[src/logic/cfbp_consts.svh]
`ifndef CFBP_CONSTS_SVH
`define CFBP_CONSTS_SVH
// register indices (word addresses on the plain register port)
`define CFBP_ADDR_W         4
`define CFBP_IDX_PTR_0_3    4'h0
`define CFBP_IDX_PTR_4_7    4'h1
`define CFBP_IDX_PTR_8_11   4'h2
`define CFBP_IDX_ENABLE     4'h3
`define CFBP_IDX_STATUS     4'h4
// field layout
`define CFBP_PTR_W          4
`define CFBP_REG_W          16
`define CFBP_NUM_FILT       12
`define CFBP_FILT_PER_REG   4
// reset values
`define CFBP_PTR_RST        16'h0000
`define CFBP_ENABLE_RST     12'hFFF
// pointer codes
`define CFBP_PTR_FIFO       4'hF
`define CFBP_PTR_BUF0       4'h0
`endif

[src/logic/cfbp_pkg.sv]
`include "cfbp_consts.svh"
package cfbp_pkg;
   // accepted-message routing request
   typedef struct packed {
      logic                     valid;
      logic [3:0]               filter;
   } cfbp_hit_t;
   // routing decision toward the buffer store
   typedef struct packed {
      logic                     valid;
      logic                     to_fifo;
      logic [`CFBP_PTR_W-1:0]   buffer;
      logic [3:0]               filter;
   } cfbp_route_t;
endpackage : cfbp_pkg

[src/logic/cfbp_router.sv]
`timescale 1ns/10ps
`default_nettype none
`include "cfbp_consts.svh"
// Overview of operation
// - matched message goes to filter's pointed buffer
// - code 0000 buffer 0, 0001 buffer 1
// - filter7 bits 15-12, filter6 bits 11-8
// - filter5 bits 7-4, filter4 bits 3-0
// - filters 11..8 at 15-12 down to 3-0
// - filters 3..0 likewise; fields RW, reset zero
// - disabled filter accepts nothing
module cfbp_router
   import cfbp_pkg::*;
(
   input  wire logic                       ref_clk_i,
   input  wire logic                       rst_i,
   input  wire logic [`CFBP_ADDR_W-1:0]    addr_i,
   input  wire logic [`CFBP_REG_W-1:0]     wdata_i,
   input  wire logic                       wr_i,
   input  wire logic                       rd_i,
   output logic      [`CFBP_REG_W-1:0]     rdata_o,
   input  wire cfbp_pkg::cfbp_hit_t        hit_i,
   output cfbp_pkg::cfbp_route_t           route_o
);
   import cfbp_pkg::*;

   localparam int NREG = `CFBP_NUM_FILT / `CFBP_FILT_PER_REG;

   logic [`CFBP_REG_W-1:0]     ptr_reg [NREG];
   logic [`CFBP_NUM_FILT-1:0]  enable_r;
   logic [`CFBP_PTR_W-1:0]     target  [`CFBP_NUM_FILT];
   logic [3:0]                 hit_cnt_r;
   logic [`CFBP_PTR_W-1:0]     sel_ptr;
   logic                       sel_en;

   ////////////////////////////////////////////////////////////////////////
   // pointer registers, one per group of four filters
   genvar g;
   generate
      for (g = 0; g < NREG; g++) begin : g_reg
         cfbp_ptr_field #(
            .REG_W   (`CFBP_REG_W)
         ) u_field (
            .ref_clk_i (ref_clk_i),
            .rst_i     (rst_i),
            .wr_i      (wr_i && (addr_i == 4'(g))),
            .wdata_i   (wdata_i),
            .value_o   (ptr_reg[g])
         );
      end
      // filter n lives in register n/4, nibble n%4 (higher filter, higher bits)
      for (g = 0; g < `CFBP_NUM_FILT; g++) begin : g_fld
         assign target[g] = ptr_reg[g/4][(g%4)*4 +: 4];
      end
   endgenerate

   ////////////////////////////////////////////////////////////////////////
   // filter accept enables, all set after reset
   always_ff @(posedge ref_clk_i or posedge rst_i) begin
      if (rst_i) begin
         enable_r <= `CFBP_ENABLE_RST;
      end else if (wr_i && addr_i == `CFBP_IDX_ENABLE) begin
         enable_r <= wdata_i[`CFBP_NUM_FILT-1:0];
      end
   end

   // select pointer and enable of the hitting filter
   always_comb begin
      sel_ptr = `CFBP_PTR_BUF0;
      sel_en  = 1'b0;
      if (hit_i.filter < 4'(`CFBP_NUM_FILT)) begin
         sel_ptr = target[hit_i.filter];
         sel_en  = enable_r[hit_i.filter];
      end
   end

   ////////////////////////////////////////////////////////////////////////
   // routing decision, registered
   always_ff @(posedge ref_clk_i or posedge rst_i) begin
      if (rst_i) begin
         route_o <= '0;
      end else begin
         route_o.valid   <= hit_i.valid && sel_en;
         route_o.to_fifo <= (sel_ptr == `CFBP_PTR_FIFO);
         route_o.buffer  <= sel_ptr;
         route_o.filter  <= hit_i.filter;
      end
   end

   // count of routed messages, wraps
   always_ff @(posedge ref_clk_i or posedge rst_i) begin
      if (rst_i) begin
         hit_cnt_r <= 4'h0;
      end else if (hit_i.valid && sel_en) begin
         hit_cnt_r <= hit_cnt_r + 4'h1;
      end
   end

   ////////////////////////////////////////////////////////////////////////
   // read data, one cycle after the strobe, zero otherwise
   always_ff @(posedge ref_clk_i or posedge rst_i) begin
      if (rst_i) begin
         rdata_o <= '0;
      end else if (rd_i) begin
         case (addr_i)
            `CFBP_IDX_PTR_0_3:  rdata_o <= ptr_reg[0];
            `CFBP_IDX_PTR_4_7:  rdata_o <= ptr_reg[1];
            `CFBP_IDX_PTR_8_11: rdata_o <= ptr_reg[2];
            `CFBP_IDX_ENABLE:   rdata_o <= {4'h0, enable_r};
            `CFBP_IDX_STATUS:   rdata_o <= {12'h000, hit_cnt_r};
            default:            rdata_o <= '0;
         endcase
      end else begin
         rdata_o <= '0;
      end
   end
endmodule : cfbp_router
`default_nettype wire

[src/logic/cfbp_ptr_field.sv]
`timescale 1ns/10ps
`default_nettype none
`include "cfbp_consts.svh"
// one 16-bit register holding four 4-bit target-buffer pointers
module cfbp_ptr_field #(
   parameter int REG_W = 16
) (
   input  wire logic             ref_clk_i,
   input  wire logic             rst_i,
   input  wire logic             wr_i,
   input  wire logic [REG_W-1:0] wdata_i,
   output logic      [REG_W-1:0] value_o
);
   // all fields read/write, cleared at reset
   always_ff @(posedge ref_clk_i or posedge rst_i) begin
      if (rst_i) begin
         value_o <= `CFBP_PTR_RST;
      end else if (wr_i) begin
         value_o <= wdata_i;
      end
   end
endmodule : cfbp_ptr_field
`default_nettype wire

[config.mk]
export PLATFORM = sky130hd
export DESIGN_NAME = cfbp_router
export DESIGN_NICKNAME = d
export VERILOG_FILES = /design/src/logic/cfbp_pkg.sv /design/src/logic/cfbp_router.sv /design/src/logic/cfbp_ptr_field.sv
export VERILOG_INCLUDE_DIRS = /design/src /design/src/logic
export SDC_FILE = /design/constraint.sdc
export NUM_CORES = 1
export LEC_CHECK = 0
export BUFFER_PORTS_ARGS = -buffer_cell sky130_fd_sc_hd__buf_4
export CAP_MARGIN = 20
export CORE_ASPECT_RATIO = 0.7
export CORE_MARGIN = 2
export CORE_UTILIZATION = 45
export CTS_CLUSTER_SIZE = 10
export DETAILED_ROUTE_END_ITERATION = 8
export GPL_ROUTABILITY_DRIVEN = 0
export HOLD_SLACK_MARGIN = 0.06
export PLACE_DENSITY = 0.67
export SLEW_MARGIN = 20
export SYNTH_ARGS = -nofsm -noshare
export SYNTH_HDL_FRONTEND = slang
export SYNTH_SLANG_ARGS = --single-unit
[constraint.sdc]
create_clock -name ref_clk_i -period 2.3 [get_ports ref_clk_i]
set_input_delay 0.23 -clock ref_clk_i [delete_from_list [all_inputs] [get_ports ref_clk_i]]
set_output_delay 0.23 -clock ref_clk_i [all_outputs]
set_load 0.05 [all_outputs]
==> results of run 1 <==
## worst max-delay path by stage
stage                               to      from  cells past startpoint
final                     hit_cnt_r[1]  hit_i[2]                      6
after global placement    hit_cnt_r[1]  hit_i[0]                      5
after floorplan           hit_cnt_r[1]  hit_i[0]                      5
after global routing      hit_cnt_r[1]  hit_i[2]                      6
after detailed placement  hit_cnt_r[1]  hit_i[0]                      5
after CTS                 hit_cnt_r[1]  hit_i[2]                      6
## metrics by stage
stage	utilization, %	worst slack (ns)	hold slack (ns)	total power (µW)
floorplan	-	0.559	0.261	2700
global placement	53.4	0.354	0.386	2950
detailed placement	53.4	0.327	0.385	2990
CTS	57.2	0.504	0.115	4480
global route	57.2	0.458	0.121	4650
finish	57.2	0.503	0.117	4440
## cells in the mapped netlist, drive strengths merged
master,count
dfrtp,78
mux2,62
a21oi,20
a222oi,16
mux4,15
dfstp,12
nand2,12
buf,10
clkbuf,5
a22oi,4
mux2i,4
nor2,4
inv,3
nor4b,3
xnor2,3
o2111ai,2
a21o,1
and3,1
and4,1
and4bb,1
clkinv,1
ha,1
nand3b,1
nor4,1
o211ai,1
o21ai,1
## worst max-delay path: stages
cell and delay [ns]:
sky130_fd_sc_hd__dlygate4sd3_1 0.54, sky130_fd_sc_hd__buf_4 0.15, sky130_fd_sc_hd__mux4_2 0.27, sky130_fd_sc_hd__mux2_4 0.31, sky130_fd_sc_hd__o211ai_4 0.20, sky130_fd_sc_hd__mux2_4 0.32
## power breakdown
| group | internal, µW | switching, µW |
|---|---|---|
| clock network | 898 | 582 |
| registers | 1930 | 254 |
| logic | 435 | 348 |
| total | 3260 | 1180 |
## cell usage in the layout (no fill, tap or decap), types with 2 or more instances in the layout
master / synthesis / layout
sky130_fd_sc_hd__clkbuf_8: 0 / 2
sky130_fd_sc_hd__inv_1: 3 / 2
sky130_fd_sc_hd__nor2_1: 4 / 4
sky130_fd_sc_hd__dfstp_2: 12 / 12
sky130_fd_sc_hd__clkbuf_16: 0 / 9
sky130_fd_sc_hd__mux2_1: 25 / 25
sky130_fd_sc_hd__buf_4: 2 / 62
sky130_fd_sc_hd__nand2_1: 9 / 9
sky130_fd_sc_hd__mux2_4: 2 / 2
sky130_fd_sc_hd__nand2_2: 3 / 3
sky130_fd_sc_hd__mux2i_1: 4 / 4
sky130_fd_sc_hd__dlygate4sd3_1: 0 / 2
sky130_fd_sc_hd__mux2_2: 35 / 35
sky130_fd_sc_hd__xnor2_1: 3 / 3
sky130_fd_sc_hd__nor4b_4: 2 / 2
sky130_fd_sc_hd__dfrtp_1: 78 / 78
sky130_fd_sc_hd__mux4_2: 15 / 15
sky130_fd_sc_hd__a222oi_1: 16 / 16
sky130_fd_sc_hd__a21oi_1: 20 / 20
sky130_fd_sc_hd__a22oi_1: 4 / 4
sky130_fd_sc_hd__o2111ai_1: 2 / 2
sky130_fd_sc_hd__clkinvlp_4: 0 / 3
## logic make-up after synthesis
logic type / Yosys count / synth area share (%)
DFF: 90 / 56.5
and+or+nand+nor: 24 / 4.49
buffers and inverters: 19 / 2.53
AOI/OAI and AO/OA: 45 / 8.51
adders and majority gates: 1 / 0.312
xor gates and xnor gates: 3 / 0.655
muxes: 81 / 27.0
## final cells by class
class,count,area [µm²]
fillers,730,3660
flip-flops and latches,90,2270
multi-input cells,154,1640
repair buffers,65,505
clock buffers,12,256
well taps,120,150
clock inverters,4,50.0
inverters,4,18.8
## sequential cells by signal (all words and copies together) (netlist names)
name / cells
rdata_o: 16
hit_cnt_r: 4
enable_r: 12
g.u_field.value_o: 48
route_o: 10
## what timing repair did
item                                   4_1_cts  5_1_grt
endpoints found under the hold margin       79        0
hold buffers                                 2        0
setup buffers                                0        0
## metal layers
layer	up-vias	share of wire [%]	wire length (µm)	track usage [%]
met2	122	44	4110	29.2
li1	1136	-	-	-
met5	-	0	0	0
met1	1368	45	4170	29.9
met4	0	1.2	112	5.56
met3	10	9.2	854	7.08
==> reports/metrics.cfg, run 1 <==
[outcome]
status = complete, no violations

[route]
routed_vias = 2636
avgViaCountPerCell = 5.87
detail_route.iter0.violations = 225
drt.antenna.violating_nets = 0
remaining_drc_errors = 0
avgRoutedWirePerCell_um = 20.6
drt_pass1_iterations = 5
drt-total-wl_um = 9250

[hold_path]
hp-start = wdata_i[13]
min_delay_worst_endpoint = g_reg[0].u_field.value_o[13]
worst_hold_path_type = in2reg
cell_count_of_the_worst_hold_path = 2

[cts]
clock_sink_count = 90
cts-resized-gates = 0
cts.reportedPaths.clkPinSlew_ns = 0.06
cts-htree-levels = 3
tritoncts = yes
root_buffer = sky130_fd_sc_hd__clkbuf_16
cts_buf_count = 9
cts_buffer_depth = 2
worstSkewPairLatency_ns = 0.34

[synth]
seq_area_frac_synth_pct = 56.5
postSynthCellCount = 263
yosysUniqueCellTypes = 32
syn_nets = 293
synth_top_area_cell = sky130_fd_sc_hd__dfrtp_1
netlist_area_um2 = 4010
syn_area_per_cell_um2 = 15.3
synthesis.yosys.warnings = 0
cell_types_occupying_the_most_area_after_synthesis = sky130_fd_sc_hd__dfrtp_1 49%, sky130_fd_sc_hd__mux2_2 9.8%, sky130_fd_sc_hd__mux4_2 8.4%, sky130_fd_sc_hd__dfstp_2 7.9%, sky130_fd_sc_hd__mux2_1 7.0%
yosysTopAreaCellShare_pct = 48.6
ys_ff_latch = 90

[layout]
n_antenna_cell = 0
final_area_um2 = 4890
layout_overhead_on_the_synthesized_area_pct = 21.9
post_layout_nonfiller_instances = 449
fin_nets = 354
proportion_of_layout_cells_with_a_drive_suffix_above_1_pct = 45.9

[timing]
count_of_final_setup_violators = 0
achievable-frequency_mhz = 556
grt_setup_unrepaired = no
tns_ns = 0
relSlewSlack_pct = 64.4
timing.final.hold_violations = 0
slew_violations = 0
period_minus_slack_ns = 1.80
finClkSkew_ns = 0.00377
min_period_over_period_pct = 78.1
timing_worst_slew_pin_value_ns = 0.533

[setup_path]
reg2reg_setup_slack_ns = 0.53
worst_setup_path_start_kind = primary input
reg2reg_to = hit_cnt_r[1]
timing.rr.start = enable_r[5]
critical_path_peak_fanout = 4
crit_required_ns = 2.53
critPathCaptureType = flop
timing_worst_setup_path_type = in2reg
timing.reg2reg.worst_path_depth = 4
critPathArrivalTime_ns = 2.03

[die]
placementRows = 28
die_height_um = 83.0
ios = 55
fp.dieW_um = 117
coreArea_um2 = 8550
floorplan.initialDensity_pct = 46.9
fp.dieArea_um2 = 9700

[global_route]
via_count_of_the_first_global_routing_pass = 2632
grt_first_pass_wirelength_um = 14700
pin_count_of_the_biggest_net_entering_global_routing = 91
number_of_antenna_violations_at_the_first_check_in_global_routing = 0
track_usage_pct = 20.5
grt.overflow.total = 0

[placed_design]
place.detailed.hpwl_um = 6170
post_place_cells = 431
port_buffers = 54
place_area_um2 = 4570

[pwr]
power.ir.vdd_worst_uv = 504
p_leak_uw = 0.00214
power.density_cell_area_nw_per_um2 = 908

[run]
drv.max_cap_violation_count = 0

(Power assumes the default switching activity.)
==> inputs of run 2 (changes only) <==
--- a/config.mk
+++ b/config.mk
@@ -6,6 +6,7 @@
 export SDC_FILE = /design/constraint.sdc
 export NUM_CORES = 1
 export LEC_CHECK = 0
+export ABC_AREA = 1
 export BUFFER_PORTS_ARGS = -buffer_cell sky130_fd_sc_hd__buf_4
 export CAP_MARGIN = 20
 export CORE_ASPECT_RATIO = 0.7
@@ -15,7 +16,6 @@
 export DETAILED_ROUTE_END_ITERATION = 8
 export GPL_ROUTABILITY_DRIVEN = 0
 export HOLD_SLACK_MARGIN = 0.06
-export PLACE_DENSITY = 0.67
 export SLEW_MARGIN = 20
 export SYNTH_ARGS = -nofsm -noshare
 export SYNTH_HDL_FRONTEND = slang
==> constraint.sdc (replaced) <==
create_clock -name ref_clk_i -period 1.8 [get_ports ref_clk_i]
set_input_delay 0.18 -clock ref_clk_i [delete_from_list [all_inputs] [get_ports ref_clk_i]]
set_output_delay 0.18 -clock ref_clk_i [all_outputs]
set_load 0.05 [all_outputs]
==> run 2 against run 1 <==
Effect of this change:
- combinational power is 35% higher
- cell area is 7.5% higher
- die area is 8.6% higher
- sequential share of layout area is 3.2 points lower
- synthesized cell count is 97% higher
- via count is 41% higher
- sequential power is 26% higher
- clock power is 30% higher
- first-iteration DRC count is 51% higher
- clock-buffer cell count is 1 lower
- register-to-register slack worse by 0.17 ns
==> reports/metrics.cfg, run 2 <==
[outcome]
status = complete, no violations  ; unchanged

[die]
fp.dieW_um = 122  ; was 117 µm
die_height_um = 86.5  ; was 83.0 µm
floorplan.initialDensity_pct = 45.7  ; was 46.9%
coreArea_um2 = 9570  ; was 8550 µm²
ios = 55  ; unchanged
fp.dieArea_um2 = 10500  ; was 9700 µm²
placementRows = 30  ; was 28

[timing]
slew_violations = 0  ; unchanged
finClkSkew_ns = 0.00707  ; was 0.00377 ns
period_minus_slack_ns = 1.63
achievable-frequency_mhz = 612
grt_setup_unrepaired = no  ; unchanged
finalWorstSetupSlack_ns = 0.166  ; was 0.503 ns
tns_ns = 0  ; unchanged
timing.final.hold_violations = 0  ; unchanged
count_of_final_setup_violators = 0  ; unchanged
min_period_over_period_pct = 90.8
timing_worst_slew_pin_value_ns = 0.608  ; was 0.533 ns
relSlewSlack_pct = 59.3  ; was 64.4%

[cts]
root_buffer = sky130_fd_sc_hd__clkbuf_16  ; unchanged
cts_buf_count = 9  ; unchanged
cts-htree-levels = 3  ; unchanged
worstSkewPairLatency_ns = 0.33  ; was 0.34 ns
postCtsSetupBuffers = 0  ; unchanged
cts_buffer_depth = 2  ; unchanged
cts.reportedPaths.clkPinSlew_ns = 0.06  ; about the same
clock_sink_count = 90  ; unchanged
tritoncts = yes  ; unchanged

[route]
avgViaCountPerCell = 5.25  ; was 5.87
drt_pass1_iterations = 5  ; unchanged
routed_vias = 3715  ; was 2636
avgRoutedWirePerCell_um = 16.6  ; was 20.6 µm
route.met2.wl_um = 4730  ; was 4110 µm
routed_wire_length_on_met3_um = 1050  ; was 854 µm
detail_route.iter0.violations = 339  ; was 225
routed.top_layer = met4  ; unchanged
drt.antenna.violating_nets = 0  ; unchanged
drt-total-wl_um = 11700  ; was 9250 µm
met1_length_um = 5860  ; was 4170 µm
remaining_drc_errors = 0  ; unchanged

[synth]
synthMostInstantiatedCell = sky130_fd_sc_hd__nand2_1  ; was sky130_fd_sc_hd__dfrtp_1
synthesis.yosys.warnings = 0  ; unchanged
synth_top_area_cell = sky130_fd_sc_hd__dfrtp_1  ; unchanged
postSynthCellCount = 519  ; was 263
yosysUniqueCellTypes = 28  ; was 32
seq_area_frac_synth_pct = 51.9  ; was 56.5%
syn_area_per_cell_um2 = 8.42  ; was 15.3 µm²
cell_types_occupying_the_most_area_after_synthesis = sky130_fd_sc_hd__dfrtp_1 45%, sky130_fd_sc_hd__nand2_1 15%, sky130_fd_sc_hd__dfstp_2 7.2%, sky130_fd_sc_hd__nand3_1 5.2%, sky130_fd_sc_hd__inv_1 4.3%  ; was sky130_fd_sc_hd__dfrtp_1 49%, sky130_fd_sc_hd__mux2_2 9.8%, sky130_fd_sc_hd__mux4_2 8.4%, sky130_fd_sc_hd__dfstp_2 7.9%, sky130_fd_sc_hd__mux2_1 7.0%
async_reset_ff_share_pct = 100  ; unchanged
number_of_flops_mapped_to_enable_cells_by_yosys = 0  ; unchanged
netlist_area_um2 = 4370  ; was 4010 µm²
yosysTopAreaCellShare_pct = 44.6  ; was 48.6%
yosys-top-cells-count = 179 x sky130_fd_sc_hd__nand2_1, 78 x sky130_fd_sc_hd__dfrtp_1, 50 x sky130_fd_sc_hd__inv_1, 45 x sky130_fd_sc_hd__nand3_1, 35 x sky130_fd_sc_hd__o21ai_0  ; was 78 x sky130_fd_sc_hd__dfrtp_1, 35 x sky130_fd_sc_hd__mux2_2, 25 x sky130_fd_sc_hd__mux2_1, 20 x sky130_fd_sc_hd__a21oi_1, 16 x sky130_fd_sc_hd__a222oi_1
syn_nets = 549  ; was 293
yosys_most_used_dff = sky130_fd_sc_hd__dfrtp_1  ; unchanged
ys_ff_latch = 90  ; unchanged

[global_route]
pin_count_of_the_biggest_net_entering_global_routing = 39  ; was 91
grt_first_pass_wirelength_um = 18900  ; was 14700 µm
track_usage_pct = 24.1  ; was 20.5%
number_of_antenna_violations_at_the_first_check_in_global_routing = 0  ; unchanged
grt.overflow.total = 0  ; unchanged
via_count_of_the_first_global_routing_pass = 3429  ; was 2632

[placed_design]
port_buffers = 54  ; unchanged
dp_slack_ns = 0.306  ; was 0.327 ns
place.detailed.hpwl_um = 8590  ; was 6170 µm

[setup_path]
timing_worst_setup_path_type = in2reg  ; unchanged
reg2reg_setup_slack_ns = 0.36  ; was 0.53 ns
critical_path_peak_fanout = 16  ; was 4
critPathArrivalTime_ns = 1.85  ; was 2.03 ns
crit_required_ns = 2.02  ; was 2.53 ns
critPathCaptureType = flop  ; unchanged
worst_setup_path_start_kind = primary input  ; unchanged

[layout]
layout.cells.most_common = sky130_fd_sc_hd__nand2_1  ; was sky130_fd_sc_hd__dfrtp_1
proportion_of_layout_cells_with_a_drive_suffix_above_1_pct = 22.6  ; was 45.9%
top_register = g.u_field.value_o  ; unchanged
most-common-layout-cells = 178 x sky130_fd_sc_hd__nand2_1, 78 x sky130_fd_sc_hd__dfrtp_1, 62 x sky130_fd_sc_hd__buf_4, 49 x sky130_fd_sc_hd__inv_1, 45 x sky130_fd_sc_hd__nand3_1  ; was 78 x sky130_fd_sc_hd__dfrtp_1, 62 x sky130_fd_sc_hd__buf_4, 35 x sky130_fd_sc_hd__mux2_2, 25 x sky130_fd_sc_hd__mux2_1, 20 x sky130_fd_sc_hd__a21oi_1
layout_top_registers = g.u_field.value_o x48, rdata_o x16, enable_r x12  ; unchanged
n_antenna_cell = 0  ; unchanged
fin_nets = 605  ; was 354
layout_overhead_on_the_synthesized_area_pct = 20.3  ; was 21.9%
fillers = 891  ; was 730
largest_register_ff_count = 48  ; unchanged

[pwr]
p_leak_uw = 0.00254  ; was 0.00214 µW
power.density_cell_area_nw_per_um2 = 1090  ; was 908 nW/µm²
power_switching_share_pct = 30.7  ; was 26.6%
p_switching_uw = 1750  ; was 1180 µW
p_comb_share_pct = 18.5  ; was 17.6%
power_report.internal_total_uw = 3960  ; was 3260 µW
power.ir.vdd_worst_uv = 629  ; was 504 µV
seq_power_share_pct = 48.0  ; was 49.1%
clockPowerShare_pct = 33.5  ; was 33.3%

[hold_path]
worst_hold_path_type = in2reg  ; unchanged

[run]
drv.max_cap_violation_count = 0  ; unchanged

## run 2: worst paths after layout
check,from,endpoint,cells after the start
max,hit_i[0],hit_cnt_r[1],11
max reg2reg,enable_r[9],hit_cnt_r[1],9
min in group asynchronous,rst_i,g_reg[0].u_field.value_o[6],3
min reg2reg,g_reg[1].u_field.value_o[11],g_reg[1].u_field.value_o[11],2
min,rd_i,rdata_o[14],3
max in group asynchronous,rst_i,enable_r[2],4
## run 2: kinds of logic (layout without fill, tap and decap cells)
family / count (synthesis) / in the layout / synth area share, %
xor+xnor: 2 / 2 / 0.401
compound gates: 93 / 93 / 13.7
buf+inv: 79 / 140 / 8.47
simple gates: 254 / 254 / 25.2
flops: 90 / 90 / 51.9
fa+ha+maj: 1 / 1 / 0.286
## run 2: area by class of cell
class	count	area (µm²)	share of cell area, %
Inverter	55	215	4.09
Timing Repair Buffer	69	566	10.8
Clock buffer	11	253	4.80
Multi-Input combinational cell	350	1740	33.0
Sequential cell	90	2270	43.1
Clock inverter	5	62.6	1.19
Tap cell	128	160	3.04
## run 2: critical path, stage by stage
cell,delay (ns)
sky130_fd_sc_hd__dlygate4sd3_1,0.53
sky130_fd_sc_hd__buf_4,0.18
sky130_fd_sc_hd__buf_4,0.19
sky130_fd_sc_hd__nand2_1,0.08
sky130_fd_sc_hd__nand3_1,0.07
sky130_fd_sc_hd__nand2_1,0.09
sky130_fd_sc_hd__nand2_1,0.09
sky130_fd_sc_hd__nand2_2,0.15
sky130_fd_sc_hd__nand3_2,0.14
sky130_fd_sc_hd__nand2_1,0.08
sky130_fd_sc_hd__nand2_1,0.06
## run 2: power by group through the flow
stage	Combinational [µW]	Sequential, µW	Clock (µW)
after detailed placement	1050	2760	0
final	1060	2740	1920
after global placement	1020	2750	0
after global routing	1200	2780	2040
after CTS	1060	2730	1960
after floorplan	648	2750	0
## run 2: layer usage
| metal | vias to the layer above | global-route usage, % |
|---|---|---|
| li1 | 1809 | - |
| met1 | 1730 | 38.2 |
| met2 | 168 | 33.5 |
| met3 | 8 | 5.39 |
| met4 | 0 | 5.02 |
| met5 | - | 0 |
## run 2: through the flow
stage          power (µW)  std cells  instance area (µm²)  hold WS, ns  utilization, %
2_1_floorplan        3400        519                 4380        0.211               -
3_3_place_gp         3770        688                 4900        0.221            51.2
3_5_place_dp         3810        688                 4900        0.227            51.2
4_1_cts              5750        708                 5260       0.0689            54.9
5_1_grt              6030        708                 5260       0.0805            55.0
6_report             5720        708                 5260       0.0912            55.0
## run 2: repair_timing
item                       CTS  global route
hold buffers                 4             0
setup endpoints to repair    0             5
hold endpoints to repair    19             0
resized for setup            0             3
==> inputs of run 3 (changes only) <==
--- a/config.mk
+++ b/config.mk
@@ -15,8 +15,10 @@
 export CTS_CLUSTER_SIZE = 10
 export DETAILED_ROUTE_END_ITERATION = 8
 export GPL_ROUTABILITY_DRIVEN = 0
-export HOLD_SLACK_MARGIN = 0.06
+export HOLD_SLACK_MARGIN = 0.12
+export PLACE_DENSITY = 0.64
 export SLEW_MARGIN = 20
 export SYNTH_ARGS = -nofsm -noshare
 export SYNTH_HDL_FRONTEND = slang
 export SYNTH_SLANG_ARGS = --single-unit
+export TNS_END_PERCENT = 20
==> run 3 against run 2 <==
Effect of this change:
- clock-buffer cell count up 2
- combinational power barely moved
- highest routed layer unchanged
- routed wire length increased by 0.41%
- largest power group unchanged
- global-route usage is 0.067 points higher
- maximum frequency decreased by 1.8%
==> reports/metrics.cfg, run 3 (synthesis results as in run 2) <==
[outcome]
status = complete, no violations  ; unchanged

[pwr]
p_leak_uw = 0.00253  ; was 0.00254 µW
clockPowerShare_pct = 34.3  ; was 33.5%
p_comb_share_pct = 18.2  ; was 18.5%
seq_power_share_pct = 47.5  ; was 48.0%
power.ir.vdd_worst_uv = 656  ; was 629 µV
power.density_cell_area_nw_per_um2 = 1110  ; was 1090 nW/µm²
power_report.internal_total_uw = 4060  ; was 3960 µW
power_switching_share_pct = 29.9  ; was 30.7%
p_total_uw = 5790  ; was 5720 µW
p_switching_uw = 1730  ; was 1750 µW

[placed_design]
place.detailed.hpwl_um = 8380  ; was 8590 µm
post_place_cells = 685  ; was 688
port_buffers = 54  ; unchanged

[layout]
most-common-layout-cells = 178 x sky130_fd_sc_hd__nand2_1, 78 x sky130_fd_sc_hd__dfrtp_1, 60 x sky130_fd_sc_hd__buf_4, 49 x sky130_fd_sc_hd__inv_1, 45 x sky130_fd_sc_hd__nand3_1  ; was 178 x sky130_fd_sc_hd__nand2_1, 78 x sky130_fd_sc_hd__dfrtp_1, 62 x sky130_fd_sc_hd__buf_4, 49 x sky130_fd_sc_hd__inv_1, 45 x sky130_fd_sc_hd__nand3_1
fin_nets = 604  ; was 605
layout_overhead_on_the_synthesized_area_pct = 19.8  ; was 20.3%
proportion_of_layout_cells_with_a_drive_suffix_above_1_pct = 21.6  ; was 22.6%
post_layout_nonfiller_instances = 707  ; was 708
top_register = g.u_field.value_o  ; unchanged
layout_top_registers = g.u_field.value_o x48, rdata_o x16, enable_r x12  ; unchanged
layout.cells.most_common = sky130_fd_sc_hd__nand2_1  ; unchanged
n_antenna_cell = 0  ; unchanged
largest_register_ff_count = 48  ; unchanged

[hold_path]
hp-start = wdata_i[15]  ; was rd_i
worst_hold_path_type = in2reg  ; unchanged

[cts]
cts.reportedPaths.clkPinSlew_ns = 0.06  ; about the same
root_buffer = sky130_fd_sc_hd__clkbuf_16  ; unchanged
cts-htree-levels = 3  ; unchanged
worstSkewPairLatency_ns = 0.34  ; was 0.33 ns
cts_buffer_depth = 2  ; unchanged
postCtsSetupBuffers = 0  ; unchanged
clock_sink_count = 90  ; unchanged
cts_buf_count = 9  ; unchanged
tritoncts = yes  ; unchanged

[die]
ios = 55  ; unchanged
coreArea_um2 = 9570  ; unchanged
fp.dieArea_um2 = 10500  ; unchanged
die_height_um = 86.5  ; unchanged
floorplan.initialDensity_pct = 45.7  ; unchanged
placementRows = 30  ; unchanged
fp.dieW_um = 122  ; unchanged

[timing]
timing_worst_slew_pin_value_ns = 0.605  ; was 0.608 ns
finClkSkew_ns = 0.00496  ; was 0.00707 ns
count_of_final_setup_violators = 0  ; unchanged
slew_violations = 0  ; unchanged
relSlewSlack_pct = 59.6  ; was 59.3%
tns_ns = 0  ; unchanged
period_minus_slack_ns = 1.66  ; was 1.63 ns
timing.final.hold_violations = 0  ; unchanged
min_period_over_period_pct = 92.5  ; was 90.8%
grt_setup_unrepaired = no  ; unchanged
achievable-frequency_mhz = 601  ; was 612 MHz

[setup_path]
crit_required_ns = 2.03  ; was 2.02 ns
critPathArrivalTime_ns = 1.90  ; was 1.85 ns
timing_worst_setup_path_type = in2reg  ; unchanged
critical_path_peak_fanout = 16  ; unchanged
setup.worst_path.start = hit_i[1]  ; was hit_i[0]
timing.rr.start = enable_r[11]  ; was enable_r[9]
worst_setup_path_start_kind = primary input  ; unchanged
critPathCaptureType = flop  ; unchanged

[route]
drt-total-wl_um = 11800  ; was 11700 µm
drt_pass1_iterations = 5  ; unchanged
avgViaCountPerCell = 5.30  ; was 5.25
detail_route.iter0.violations = 493  ; was 339
drt.antenna.violating_nets = 0  ; unchanged
avgRoutedWirePerCell_um = 16.7  ; was 16.6 µm
remaining_drc_errors = 0  ; unchanged
routed_vias = 3747  ; was 3715

[global_route]
via_count_of_the_first_global_routing_pass = 3545  ; was 3429
grt_busiest_layer = met1  ; unchanged
grt.overflow.total = 0  ; unchanged
track_usage_pct = 24.2  ; was 24.1%
grt_first_pass_wirelength_um = 19100  ; was 18900 µm
number_of_antenna_violations_at_the_first_check_in_global_routing = 0  ; unchanged
grt.met2_usage_pct = 31.7  ; was 33.5%
grtUsageMet1_pct = 37.4  ; was 38.2%
grtUsageMet3_pct = 8.75  ; was 5.39%
pin_count_of_the_biggest_net_entering_global_routing = 91  ; was 39

[run]
drv.max_cap_violation_count = 0  ; unchanged

[run 3: final cells by class]
cell class / instances / area (µm²)
multi-input combinational: 350 / 1740
inverter: 55 / 215
clock inverter: 3 / 65.1
fill: 915 / 4340
sequential: 90 / 2270
tap: 128 / 160
timing repair buffer: 68 / 542
clock buffer: 13 / 250
[run 3: critical path, cell delays in order]
cell and delay, ns:
sky130_fd_sc_hd__dlygate4sd3_1 0.54, sky130_fd_sc_hd__buf_4 0.21, sky130_fd_sc_hd__inv_2 0.24, sky130_fd_sc_hd__nand3_1 0.11, sky130_fd_sc_hd__nand2_1 0.10, sky130_fd_sc_hd__nand2_1 0.10, sky130_fd_sc_hd__nand2_2 0.14, sky130_fd_sc_hd__nand3_2 0.13
sky130_fd_sc_hd__nand2_1 0.08, sky130_fd_sc_hd__nand2_1 0.05
[run 3: power groups by stage]
stage / clock (µW) / combinational [µW] / sequential (µW)
floorplan: 0 / 648 / 2750
global placement: 0 / 1000 / 2750
detailed placement: 0 / 1040 / 2770
CTS: 2020 / 1050 / 2730
global route: 2100 / 1190 / 2790
finish: 1990 / 1050 / 2750
[run 3: what timing repair did]
action	CTS	global route
resized for setup	0	4
endpoints found under the hold margin	85	0
hold buffers	6	0
setup endpoints to repair	0	5
[run 3: per-layer routing]
metal / up-vias / routed length [µm]
met5: - / 0
met4: 0 / 114
met3: 11 / 1170
met2: 152 / 4670
met1: 1776 / 5840
li1: 1808 / -
[run 3: metrics by stage]
stage	area (µm²)	hold WS, ns	util, %	setup WS [ns]
4_1_cts	5230	0.122	54.6	0.0722
3_5_place_dp	4850	0.325	50.7	0.196
2_1_floorplan	4380	0.211	-	0.580
6_report	5240	0.122	54.7	0.136
5_1_grt	5240	0.131	54.7	0.0151
3_3_place_gp	4850	0.325	50.7	0.255
[run 3: worst paths after layout]
path	end	slack, ns	depth (start not counted)
hold / removal	g_reg[2].u_field.value_o[15]	0.12	3
setup / recovery	hit_cnt_r[2]	0.14	10
min in group asynchronous	rdata_o[15]	0.54	4
setup reg to reg	hit_cnt_r[2]	0.37	9
hold reg to reg	g_reg[1].u_field.value_o[1]	0.48	2
max in group asynchronous	enable_r[9]	0.90	4
